<file path="src/rtl/suspend_filter_pkg.sv">
// constants and types for the program/erase suspend command filter
package suspend_filter_pkg;

  // ----------------------------------------------------------------
  // clock and timing
  // ----------------------------------------------------------------
  localparam int CLK_PERIOD_NS = 10;
  // worst-case suspend latency; plain default, no figure is printed
  localparam int TSUS_NS       = 20000;
  localparam int TRESUME_NS    = 200;
  localparam int TIMER_W       = 12;
  // longest times round down to whole cycles, never below one
  localparam logic [TIMER_W-1:0] TSUS_CYCLES =
    TIMER_W'((TSUS_NS / CLK_PERIOD_NS) < 1 ? 1 : (TSUS_NS / CLK_PERIOD_NS));
  localparam logic [TIMER_W-1:0] TRESUME_CYCLES =
    TIMER_W'((TRESUME_NS / CLK_PERIOD_NS) < 1 ? 1 : (TRESUME_NS / CLK_PERIOD_NS));

  // ----------------------------------------------------------------
  // opcodes
  // ----------------------------------------------------------------
  localparam logic [7:0] OP_SUSPEND   = 8'h75;
  localparam logic [7:0] OP_RESUME    = 8'h7a;
  localparam logic [7:0] OP_WREN      = 8'h06;
  localparam logic [7:0] OP_RDSR1     = 8'h05;
  localparam logic [7:0] OP_RDSR2     = 8'h35;
  localparam logic [7:0] OP_RDSR3     = 8'h15;
  localparam logic [7:0] OP_RD_EAR    = 8'hc8;
  localparam logic [7:0] OP_WR_EAR    = 8'hc5;
  localparam logic [7:0] OP_READ3     = 8'h03;
  localparam logic [7:0] OP_READ4     = 8'h13;
  localparam logic [7:0] OP_FAST3     = 8'h0b;
  localparam logic [7:0] OP_FAST4     = 8'h0c;
  localparam logic [7:0] OP_DIO3      = 8'hbb;
  localparam logic [7:0] OP_DIO4      = 8'hbc;
  localparam logic [7:0] OP_DOUT3     = 8'h3b;
  localparam logic [7:0] OP_DOUT4     = 8'h3c;
  localparam logic [7:0] OP_QIO3      = 8'heb;
  localparam logic [7:0] OP_QIO4      = 8'hec;
  localparam logic [7:0] OP_QOUT3     = 8'h6b;
  localparam logic [7:0] OP_QOUT4     = 8'h6c;
  localparam logic [7:0] OP_PP3       = 8'h02;
  localparam logic [7:0] OP_PP4       = 8'h12;
  localparam logic [7:0] OP_QPP3      = 8'h32;
  localparam logic [7:0] OP_QPP4      = 8'h34;

  // ----------------------------------------------------------------
  // reset values and phases
  // ----------------------------------------------------------------
  localparam logic RST_FLAG = 1'b0;

  typedef enum logic [2:0] {
    PH_IDLE       = 3'b001,
    PH_SUSPENDING = 3'b010,
    PH_RESUMING   = 3'b100
  } phase_t;

endpackage

</file>
<file path="src/rtl/program_erase_suspend_filter.sv">
// suspend/resume control and opcode filter for the flash command decoder
// Function
// (RULE1) suspend opcode pauses running program or erase
// (RULE2) program suspend refuses writes, erases, programs
// (RULE3) erase suspend refuses status writes and erases
// (RULE4) suspend acts only during program or erase
// (RULE5) suspend completes within suspend latency
// (RULE6) erase suspend accepts write enable
// (RULE7) both suspends accept status register reads
// (RULE8) both suspends accept extended address access
// (RULE9) both suspends accept every array read
// (RULE10) erase suspend accepts page program opcodes
// (RULE11) erase suspend accepts resume opcode
// (RULE12) suspend needs flags clear and busy set
// (RULE13) suspend sets flag now, clears busy later
// (RULE14) resume clears flag, busy back within 200ns
// (RULE15) refused opcodes discarded without any effect
`timescale 1ns/1ns
module program_erase_suspend_filter (
  input  wire logic       i_core_clk,
  input  wire logic       i_reset,
  input  wire logic       i_clk_en,
  input  wire logic       i_op_valid,
  input  wire logic [7:0] i_op_code,
  input  wire logic       i_op_start,
  input  wire logic       i_op_is_erase,
  input  wire logic       i_op_done,
  output logic            o_op_pass,
  output logic            o_op_drop,
  output logic            o_array_hold,
  output logic            o_write_in_progress_flag,
  output logic            o_erase_suspended_flag,
  output logic            o_program_suspended_flag
);

  // ----------------------------------------------------------------
  // state
  // ----------------------------------------------------------------
  suspend_filter_pkg::phase_t phase_reg;
  suspend_filter_pkg::phase_t phase_next;
  logic busy_reg;
  logic busy_next;
  logic sus_erase_reg;
  logic sus_erase_next;
  logic sus_prog_reg;
  logic sus_prog_next;
  logic erase_kind_reg;
  logic hold_reg;
  logic hold_next;
  logic pass_next;
  logic drop_next;
  logic timer_load;
  logic [suspend_filter_pkg::TIMER_W-1:0] timer_count;
  logic timer_done;

  // ----------------------------------------------------------------
  // opcode decode
  // ----------------------------------------------------------------
  wire is_suspend = (i_op_code == suspend_filter_pkg::OP_SUSPEND);
  wire is_resume  = (i_op_code == suspend_filter_pkg::OP_RESUME);
  wire any_sus    = sus_erase_reg || sus_prog_reg;

  // RULE7 status reads
  wire is_status_rd = (i_op_code == suspend_filter_pkg::OP_RDSR1) ||
                      (i_op_code == suspend_filter_pkg::OP_RDSR2) ||
                      (i_op_code == suspend_filter_pkg::OP_RDSR3);
  // RULE8 extended address access
  wire is_ear = (i_op_code == suspend_filter_pkg::OP_RD_EAR) ||
                (i_op_code == suspend_filter_pkg::OP_WR_EAR);
  // RULE9 all array reads
  wire is_array_rd = (i_op_code == suspend_filter_pkg::OP_READ3) ||
                     (i_op_code == suspend_filter_pkg::OP_READ4) ||
                     (i_op_code == suspend_filter_pkg::OP_FAST3) ||
                     (i_op_code == suspend_filter_pkg::OP_FAST4) ||
                     (i_op_code == suspend_filter_pkg::OP_DIO3)  ||
                     (i_op_code == suspend_filter_pkg::OP_DIO4)  ||
                     (i_op_code == suspend_filter_pkg::OP_DOUT3) ||
                     (i_op_code == suspend_filter_pkg::OP_DOUT4) ||
                     (i_op_code == suspend_filter_pkg::OP_QIO3)  ||
                     (i_op_code == suspend_filter_pkg::OP_QIO4)  ||
                     (i_op_code == suspend_filter_pkg::OP_QOUT3) ||
                     (i_op_code == suspend_filter_pkg::OP_QOUT4);
  // RULE10 page programs within erase suspend
  wire is_program = (i_op_code == suspend_filter_pkg::OP_PP3)  ||
                    (i_op_code == suspend_filter_pkg::OP_PP4)  ||
                    (i_op_code == suspend_filter_pkg::OP_QPP3) ||
                    (i_op_code == suspend_filter_pkg::OP_QPP4);
  // RULE6 write enable within erase suspend
  wire is_wren = (i_op_code == suspend_filter_pkg::OP_WREN);

  wire allowed_both  = is_status_rd || is_ear || is_array_rd;
  // RULE3 erase suspend: anything else (status writes, erases) is refused
  wire allowed_erase = allowed_both || is_wren || is_program;
  // RULE2 program suspend: only reads and register access get through
  wire allowed_prog  = allowed_both;

  wire allowed = sus_erase_reg ? allowed_erase :
                 sus_prog_reg  ? allowed_prog  : 1'b1;

  // RULE4 RULE12 only a running program or erase, no flag set
  wire suspend_ok = !any_sus && busy_reg && (phase_reg == suspend_filter_pkg::PH_IDLE);
  // RULE11 RULE14 resume needs a flag set and busy clear
  wire resume_ok  = any_sus && !busy_reg && (phase_reg == suspend_filter_pkg::PH_IDLE);

  wire take_suspend = i_op_valid && is_suspend && suspend_ok;
  wire take_resume  = i_op_valid && is_resume && resume_ok;

  // ----------------------------------------------------------------
  // next state
  // ----------------------------------------------------------------
  always_comb begin
    phase_next     = phase_reg;
    busy_next      = busy_reg;
    sus_erase_next = sus_erase_reg;
    sus_prog_next  = sus_prog_reg;
    hold_next      = hold_reg;
    pass_next      = 1'b0;
    drop_next      = 1'b0;
    timer_load     = 1'b0;
    timer_count    = suspend_filter_pkg::TSUS_CYCLES;
    unique case (phase_reg)
      suspend_filter_pkg::PH_IDLE: begin
        if (i_op_start) begin
          busy_next = 1'b1;
        end else if (i_op_done) begin
          busy_next = 1'b0;
        end
        if (take_suspend) begin
          // RULE1 RULE13 flag set at once, array paused
          sus_erase_next = erase_kind_reg;
          sus_prog_next  = !erase_kind_reg;
          hold_next      = 1'b1;
          timer_load     = 1'b1;
          phase_next     = suspend_filter_pkg::PH_SUSPENDING;
        end else if (take_resume) begin
          // RULE14 flag drops now, busy returns after the delay
          sus_erase_next = 1'b0;
          sus_prog_next  = 1'b0;
          timer_load     = 1'b1;
          timer_count    = suspend_filter_pkg::TRESUME_CYCLES;
          phase_next     = suspend_filter_pkg::PH_RESUMING;
        end else if (i_op_valid) begin
          // RULE15 refused or ignored opcodes never reach the core
          pass_next = allowed && !is_suspend && !is_resume;
          drop_next = !pass_next;
        end
      end
      suspend_filter_pkg::PH_SUSPENDING: begin
        // RULE5 RULE13 busy clears when suspend latency expires
        drop_next = i_op_valid;
        if (timer_done) begin
          busy_next  = 1'b0;
          phase_next = suspend_filter_pkg::PH_IDLE;
        end
      end
      suspend_filter_pkg::PH_RESUMING: begin
        drop_next = i_op_valid;
        if (timer_done) begin
          busy_next  = 1'b1;
          hold_next  = 1'b0;
          phase_next = suspend_filter_pkg::PH_IDLE;
        end
      end
      default: begin
        phase_next = suspend_filter_pkg::PH_IDLE;
      end
    endcase
  end

  // ----------------------------------------------------------------
  // registers
  // ----------------------------------------------------------------
  always_ff @(posedge i_core_clk) begin
    if (i_reset) begin
      phase_reg     <= suspend_filter_pkg::PH_IDLE;
      busy_reg      <= suspend_filter_pkg::RST_FLAG;
      sus_erase_reg <= suspend_filter_pkg::RST_FLAG;
      sus_prog_reg  <= suspend_filter_pkg::RST_FLAG;
      hold_reg      <= suspend_filter_pkg::RST_FLAG;
      o_op_pass     <= 1'b0;
      o_op_drop     <= 1'b0;
    end else if (i_clk_en) begin
      phase_reg     <= phase_next;
      busy_reg      <= busy_next;
      sus_erase_reg <= sus_erase_next;
      sus_prog_reg  <= sus_prog_next;
      hold_reg      <= hold_next;
      o_op_pass     <= pass_next;
      o_op_drop     <= drop_next;
    end
  end

  // kind of the top-level operation; a program nested in an erase
  // suspend must not overwrite it or a later suspend of the resumed erase would raise the program flag
  always_ff @(posedge i_core_clk) begin
    if (i_reset) begin
      erase_kind_reg <= 1'b0;
    end else if (i_clk_en && i_op_start && !any_sus) begin
      erase_kind_reg <= i_op_is_erase;
    end
  end

  latency_timer #(
    .WIDTH (suspend_filter_pkg::TIMER_W)
  ) u_latency_timer (
    .i_core_clk (i_core_clk),
    .i_reset    (i_reset),
    .i_clk_en   (i_clk_en),
    .i_load     (timer_load),
    .i_count    (timer_count),
    .o_done     (timer_done)
  );

  assign o_array_hold             = hold_reg;
  assign o_write_in_progress_flag = busy_reg;
  assign o_erase_suspended_flag   = sus_erase_reg;
  assign o_program_suspended_flag = sus_prog_reg;

endmodule // program_erase_suspend_filter

</file>
<file path="src/rtl/latency_timer.sv">
// one-shot down counter that pulses when a loaded latency runs out
`timescale 1ns/1ns
module latency_timer #(
  parameter int WIDTH = 12
) (
  input  wire logic             i_core_clk,
  input  wire logic             i_reset,
  input  wire logic             i_clk_en,
  input  wire logic             i_load,
  input  wire logic [WIDTH-1:0] i_count,
  output logic                  o_done
);

  logic [WIDTH-1:0] count_reg;
  logic             run_reg;
  logic             last_tick;
  logic             done_next;

  assign last_tick = run_reg && (count_reg == WIDTH'(1));
  // done is raised one edge early so the owner acts on the very edge at
  // which the loaded count runs out; a late pulse would overrun the latency
  assign done_next = i_load ? (i_count == WIDTH'(1)) : (run_reg && (count_reg == WIDTH'(2)));

  always_ff @(posedge i_core_clk) begin
    if (i_reset) begin
      count_reg <= '0;
      run_reg   <= 1'b0;
      o_done    <= 1'b0;
    end else if (i_clk_en) begin
      o_done <= done_next;
      if (i_load) begin
        count_reg <= i_count;
        run_reg   <= 1'b1;
      end else if (run_reg) begin
        count_reg <= count_reg - WIDTH'(1);
        run_reg   <= !last_tick;
      end
    end
  end

endmodule // latency_timer

</file>
<file path="config.mk">
export PLATFORM = sky130hd
export DESIGN_NAME = program_erase_suspend_filter
export DESIGN_NICKNAME = d
export VERILOG_FILES = /design/src/rtl/suspend_filter_pkg.sv /design/src/rtl/program_erase_suspend_filter.sv /design/src/rtl/latency_timer.sv
export SDC_FILE = /design/constraint.sdc
export NUM_CORES = 1
export LEC_CHECK = 0
export ABC_AREA = 1
export BUFFER_PORTS_ARGS = -buffer_cell sky130_fd_sc_hd__buf_2
export CORE_ASPECT_RATIO = 2
export CORE_MARGIN = 1.5
export CORE_UTILIZATION = 53
export DETAILED_ROUTE_END_ITERATION = 7
export PLACE_DENSITY = 0.7
export SLEW_MARGIN = 10
export SYNTH_ARGS = -nofsm -noshare
export SYNTH_HDL_FRONTEND = slang
export SYNTH_HIERARCHICAL = 1
export SYNTH_SLANG_ARGS = --single-unit
</file>
<file path="constraint.sdc">
create_clock -name i_core_clk -period 3.4 [get_ports i_core_clk]
set_input_delay 0.17 -clock i_core_clk [delete_from_list [all_inputs] [get_ports i_core_clk]]
set_output_delay 0.17 -clock i_core_clk [all_outputs]
set_load 0.01 [all_outputs]
</file>
==> metrics.yaml <==
die:
  initial_core_util: 0.561
  dieHeight_um: 85.7
  die_x_um: 44.3
  coreArea_mm2: 0.00323
  io_pins: 21
  num_rows: 29
  die_area_mm2: 0.00380
route:
  ant_nets: 0
  vias: 1930
  wire_per_inst_um: 12.4
  wirelength_um: 4470
  drc: 3
  routed_via_density: 5.36
  drt_iter0_markers: 62
  drtPass1Iterations: 6
sta:
  timing.setup.tns_ns: 0
  timing.fmax_mhz: 365
  period_needed_ns: 2.74
  fin_crit_sh: 0.806
  fin_ws_ns: 0.661
  setup_viol: 0
  skew_ns: 0.00461
  grt_setup_unrepaired: "false"
  tightest_slew_ns: 0.556
  hold_violations: 0
  whs_ns: 0.182
  slew_headroom: 0.628
  drv_slew: 0
cells_and_area:
  syn_to_final_growth_pct: 11.6
  diodes: 0
  largest_reg_flops: 12
  fin_cells: 360
  nets: 348
  nFillCells: 358
  drive_gt1_frac: 0.143
  fin_area_mm2: 0.00202
worst_setup_path:
  path_delay_family: "simple AND/OR/NAND/NOR gates"
  path_class: "flop to flop"
  cp.required_ns: 3.55
  end_kind: "flop"
  worstPathCellList: "inv_1 -> nor3_4 -> inv_2 -> nor2_4 -> nand2_2 -> nor2_4 -> inv_1 -> nand2_1 -> nand2_2 -> nand2_4 -> o21ai_1 -> o21ai_0 -> a21oi_1"
  crit_end: "u_latency_timer/count_reg[7]$_SDFFE_PP0P_"
  path_depth: 13
  max_stage_delay_ns: 0.45
  cp_slowest_cell: "nand2_1"
  r2r_end: "u_latency_timer/count_reg[7]$_SDFFE_PP0P_"
  startpoint_type: "flop"
  worst-path-buf-inv: 3
  cp-startpoint: "phase_reg[0]$_SDFFE_PP1P_"
  reg2reg_slack_ns: 0.66
  r2r_start: "phase_reg[0]$_SDFFE_PP1P_"
  arrival_ns: 2.89
  rr_worst_depth: 13
  crit_fanout: 18
cts:
  hold_buffers: 0
  cts_tree: "built"
  clkLatencyLatePin_ns: 0.27
  cts_setup_buffers: 0
  path_clk_slew_ns: 0.09
  cts.sinks: 24
  cts_buffers: 3
  cts.root.buffer_cell: "clkbuf_8"
  ctsResizeCount: 0
  clockBufferDepth: 2
  htreeDepth: 1
synthesis:
  yosys.area_share.xor_xnor: 0
  synth_top_area_frac: 0.265
  synth-compound-area-share: 0.175
  synthCells: 301
  synth_edf_count: 0
  yosysWarnings: 6
  synthMuxAreaShare: 0
  synth_adder_area_share: 0.0207
  synth.most_common_cell: "nand2_1"
  yosys.area_share.simple: 0.416
  async_flop_share: 0
  ys_seq_elements: 24
  synth_area_mm2: 0.00181
  synth_top_cells_by_count: "nand2_1 (85), inv_1 (45), nor2_1 (33)"
  synthFlopType: "dfxtp_1"
  yosysTopAreaCell: "dfxtp_1"
  synth_top_family_by_area: "simple AND/OR/NAND/NOR gates"
  avgSynthCellArea_um2: 6.02
  ys_types: 36
  seq_area_frac_synth: 0.265
  ys_top_cells_by_area: "dfxtp_1 (27%), nand2_1 (18%), inv_1 (9.3%)"
placed_design:
  dp_cells: 356
  port_buffers: 20
  gp_congestion: 0.898
  placed_area_mm2: 0.00195
  post-place-ws_ns: 0.755
  dpl.hpwl_um: 3510
pwr:
  power.leakage_nw: 1.01
  peakVddDrop_uv: 226
  power_density_mw_per_mm2: 313
min_path:
  hold_path.class: "input pin to flop"
grt:
  grt_usage: 0.255
  grt_pass1_wl_um: 7580
  grt_overflow: 0
  grt_pass1_vias: 1888
  grt_max_degree: 19
  antenna_found_initial: 0
run:
  drv_cap: 0
run_status:
  violations: "design-rule violations"
  status: "finished with violations"
[layout make-up]
class,instances,area (um2),area share
Clock buffer,3,41.3,0.0204
Clock inverter,1,30.0,0.0149
Inverter,47,176,0.0873
Multi-Input combinational cell,234,1150,0.571
Sequential cell,24,480,0.238
Tap cell,31,38.8,0.0192
Timing Repair Buffer,20,100,0.0495
[worst min-delay path: stages]
cell and delay, ns:
buf_2 0.07, o21ai_0 0.07, a21oi_1 0.10
[metrics by stage]
stage / util / power (mW)
2_1_floorplan: - / 0.357
3_3_place_gp: 0.604 / 0.386
3_5_place_dp: 0.604 / 0.387
4_1_cts: 0.626 / 0.639
5_1_grt: 0.626 / 0.668
6_report: 0.626 / 0.634
[layer usage]
metal	vias up	track usage	wire length [um]
met5	-	0	0
met4	0	0.140	184
met3	20	0.0232	90
met2	39	0.481	2510
met1	866	0.255	1690
li1	1005	-	-
[cells by family (layout without fill, tap and decap cells)]
kind of cell	count (synthesis)	after routing
AOI/OAI and AO/OA	54	54
adders and majority gates	3	3
buffers and inverters	53	71
DFF	24	24
other	2	12
and+or+nand+nor	165	165
[how the worst min path moves through the flow]
| stage | from | end | cells past startpoint |
|---|---|---|---|
| final | i_op_is_erase | erase_kind_reg$_SDFFE_PP0P_ | 3 |
| after global routing | i_op_is_erase | erase_kind_reg$_SDFFE_PP0P_ | 3 |
| after CTS | i_op_is_erase | erase_kind_reg$_SDFFE_PP0P_ | 3 |
| after detailed placement | erase_kind_reg$_SDFFE_PP0P_ | erase_kind_reg$_SDFFE_PP0P_ | 2 |
| after global placement | i_op_is_erase | erase_kind_reg$_SDFFE_PP0P_ | 3 |
| after floorplan | i_reset | o_erase_suspended_flag$_SDFFE_PP0P_ | 1 |
[placed cells by master, fill, tap and decap left out, types with 2 or more instances in the layout]
cell type	count
buf_2	20
clkbuf_8	3
nand2_2	2
ha_1	3
o211ai_1	3
nor2_2	2
inv_2	2
nor4_1	2
nor2_1	33
nor3_2	3
nor3_1	2
nor2_4	3
nand2_1	85
a21oi_1	21
o21ai_1	6
or2_2	2
nand4_1	5
a21oi_2	2
inv_1	45
dfxtp_1	24
a31oi_1	2
nand3_1	21
conb_1	12
o211ai_2	2
o21ai_0	13
[power breakdown]
group	leakage [nW]	switching [mW]	total, mW	internal, mW
clock network	0.0357	0.0952	0.253	0.157
logic	0.781	0.0588	0.0883	0.0296
registers	0.194	0.00541	0.293	0.287
Power figures use the tool's default switching activity.
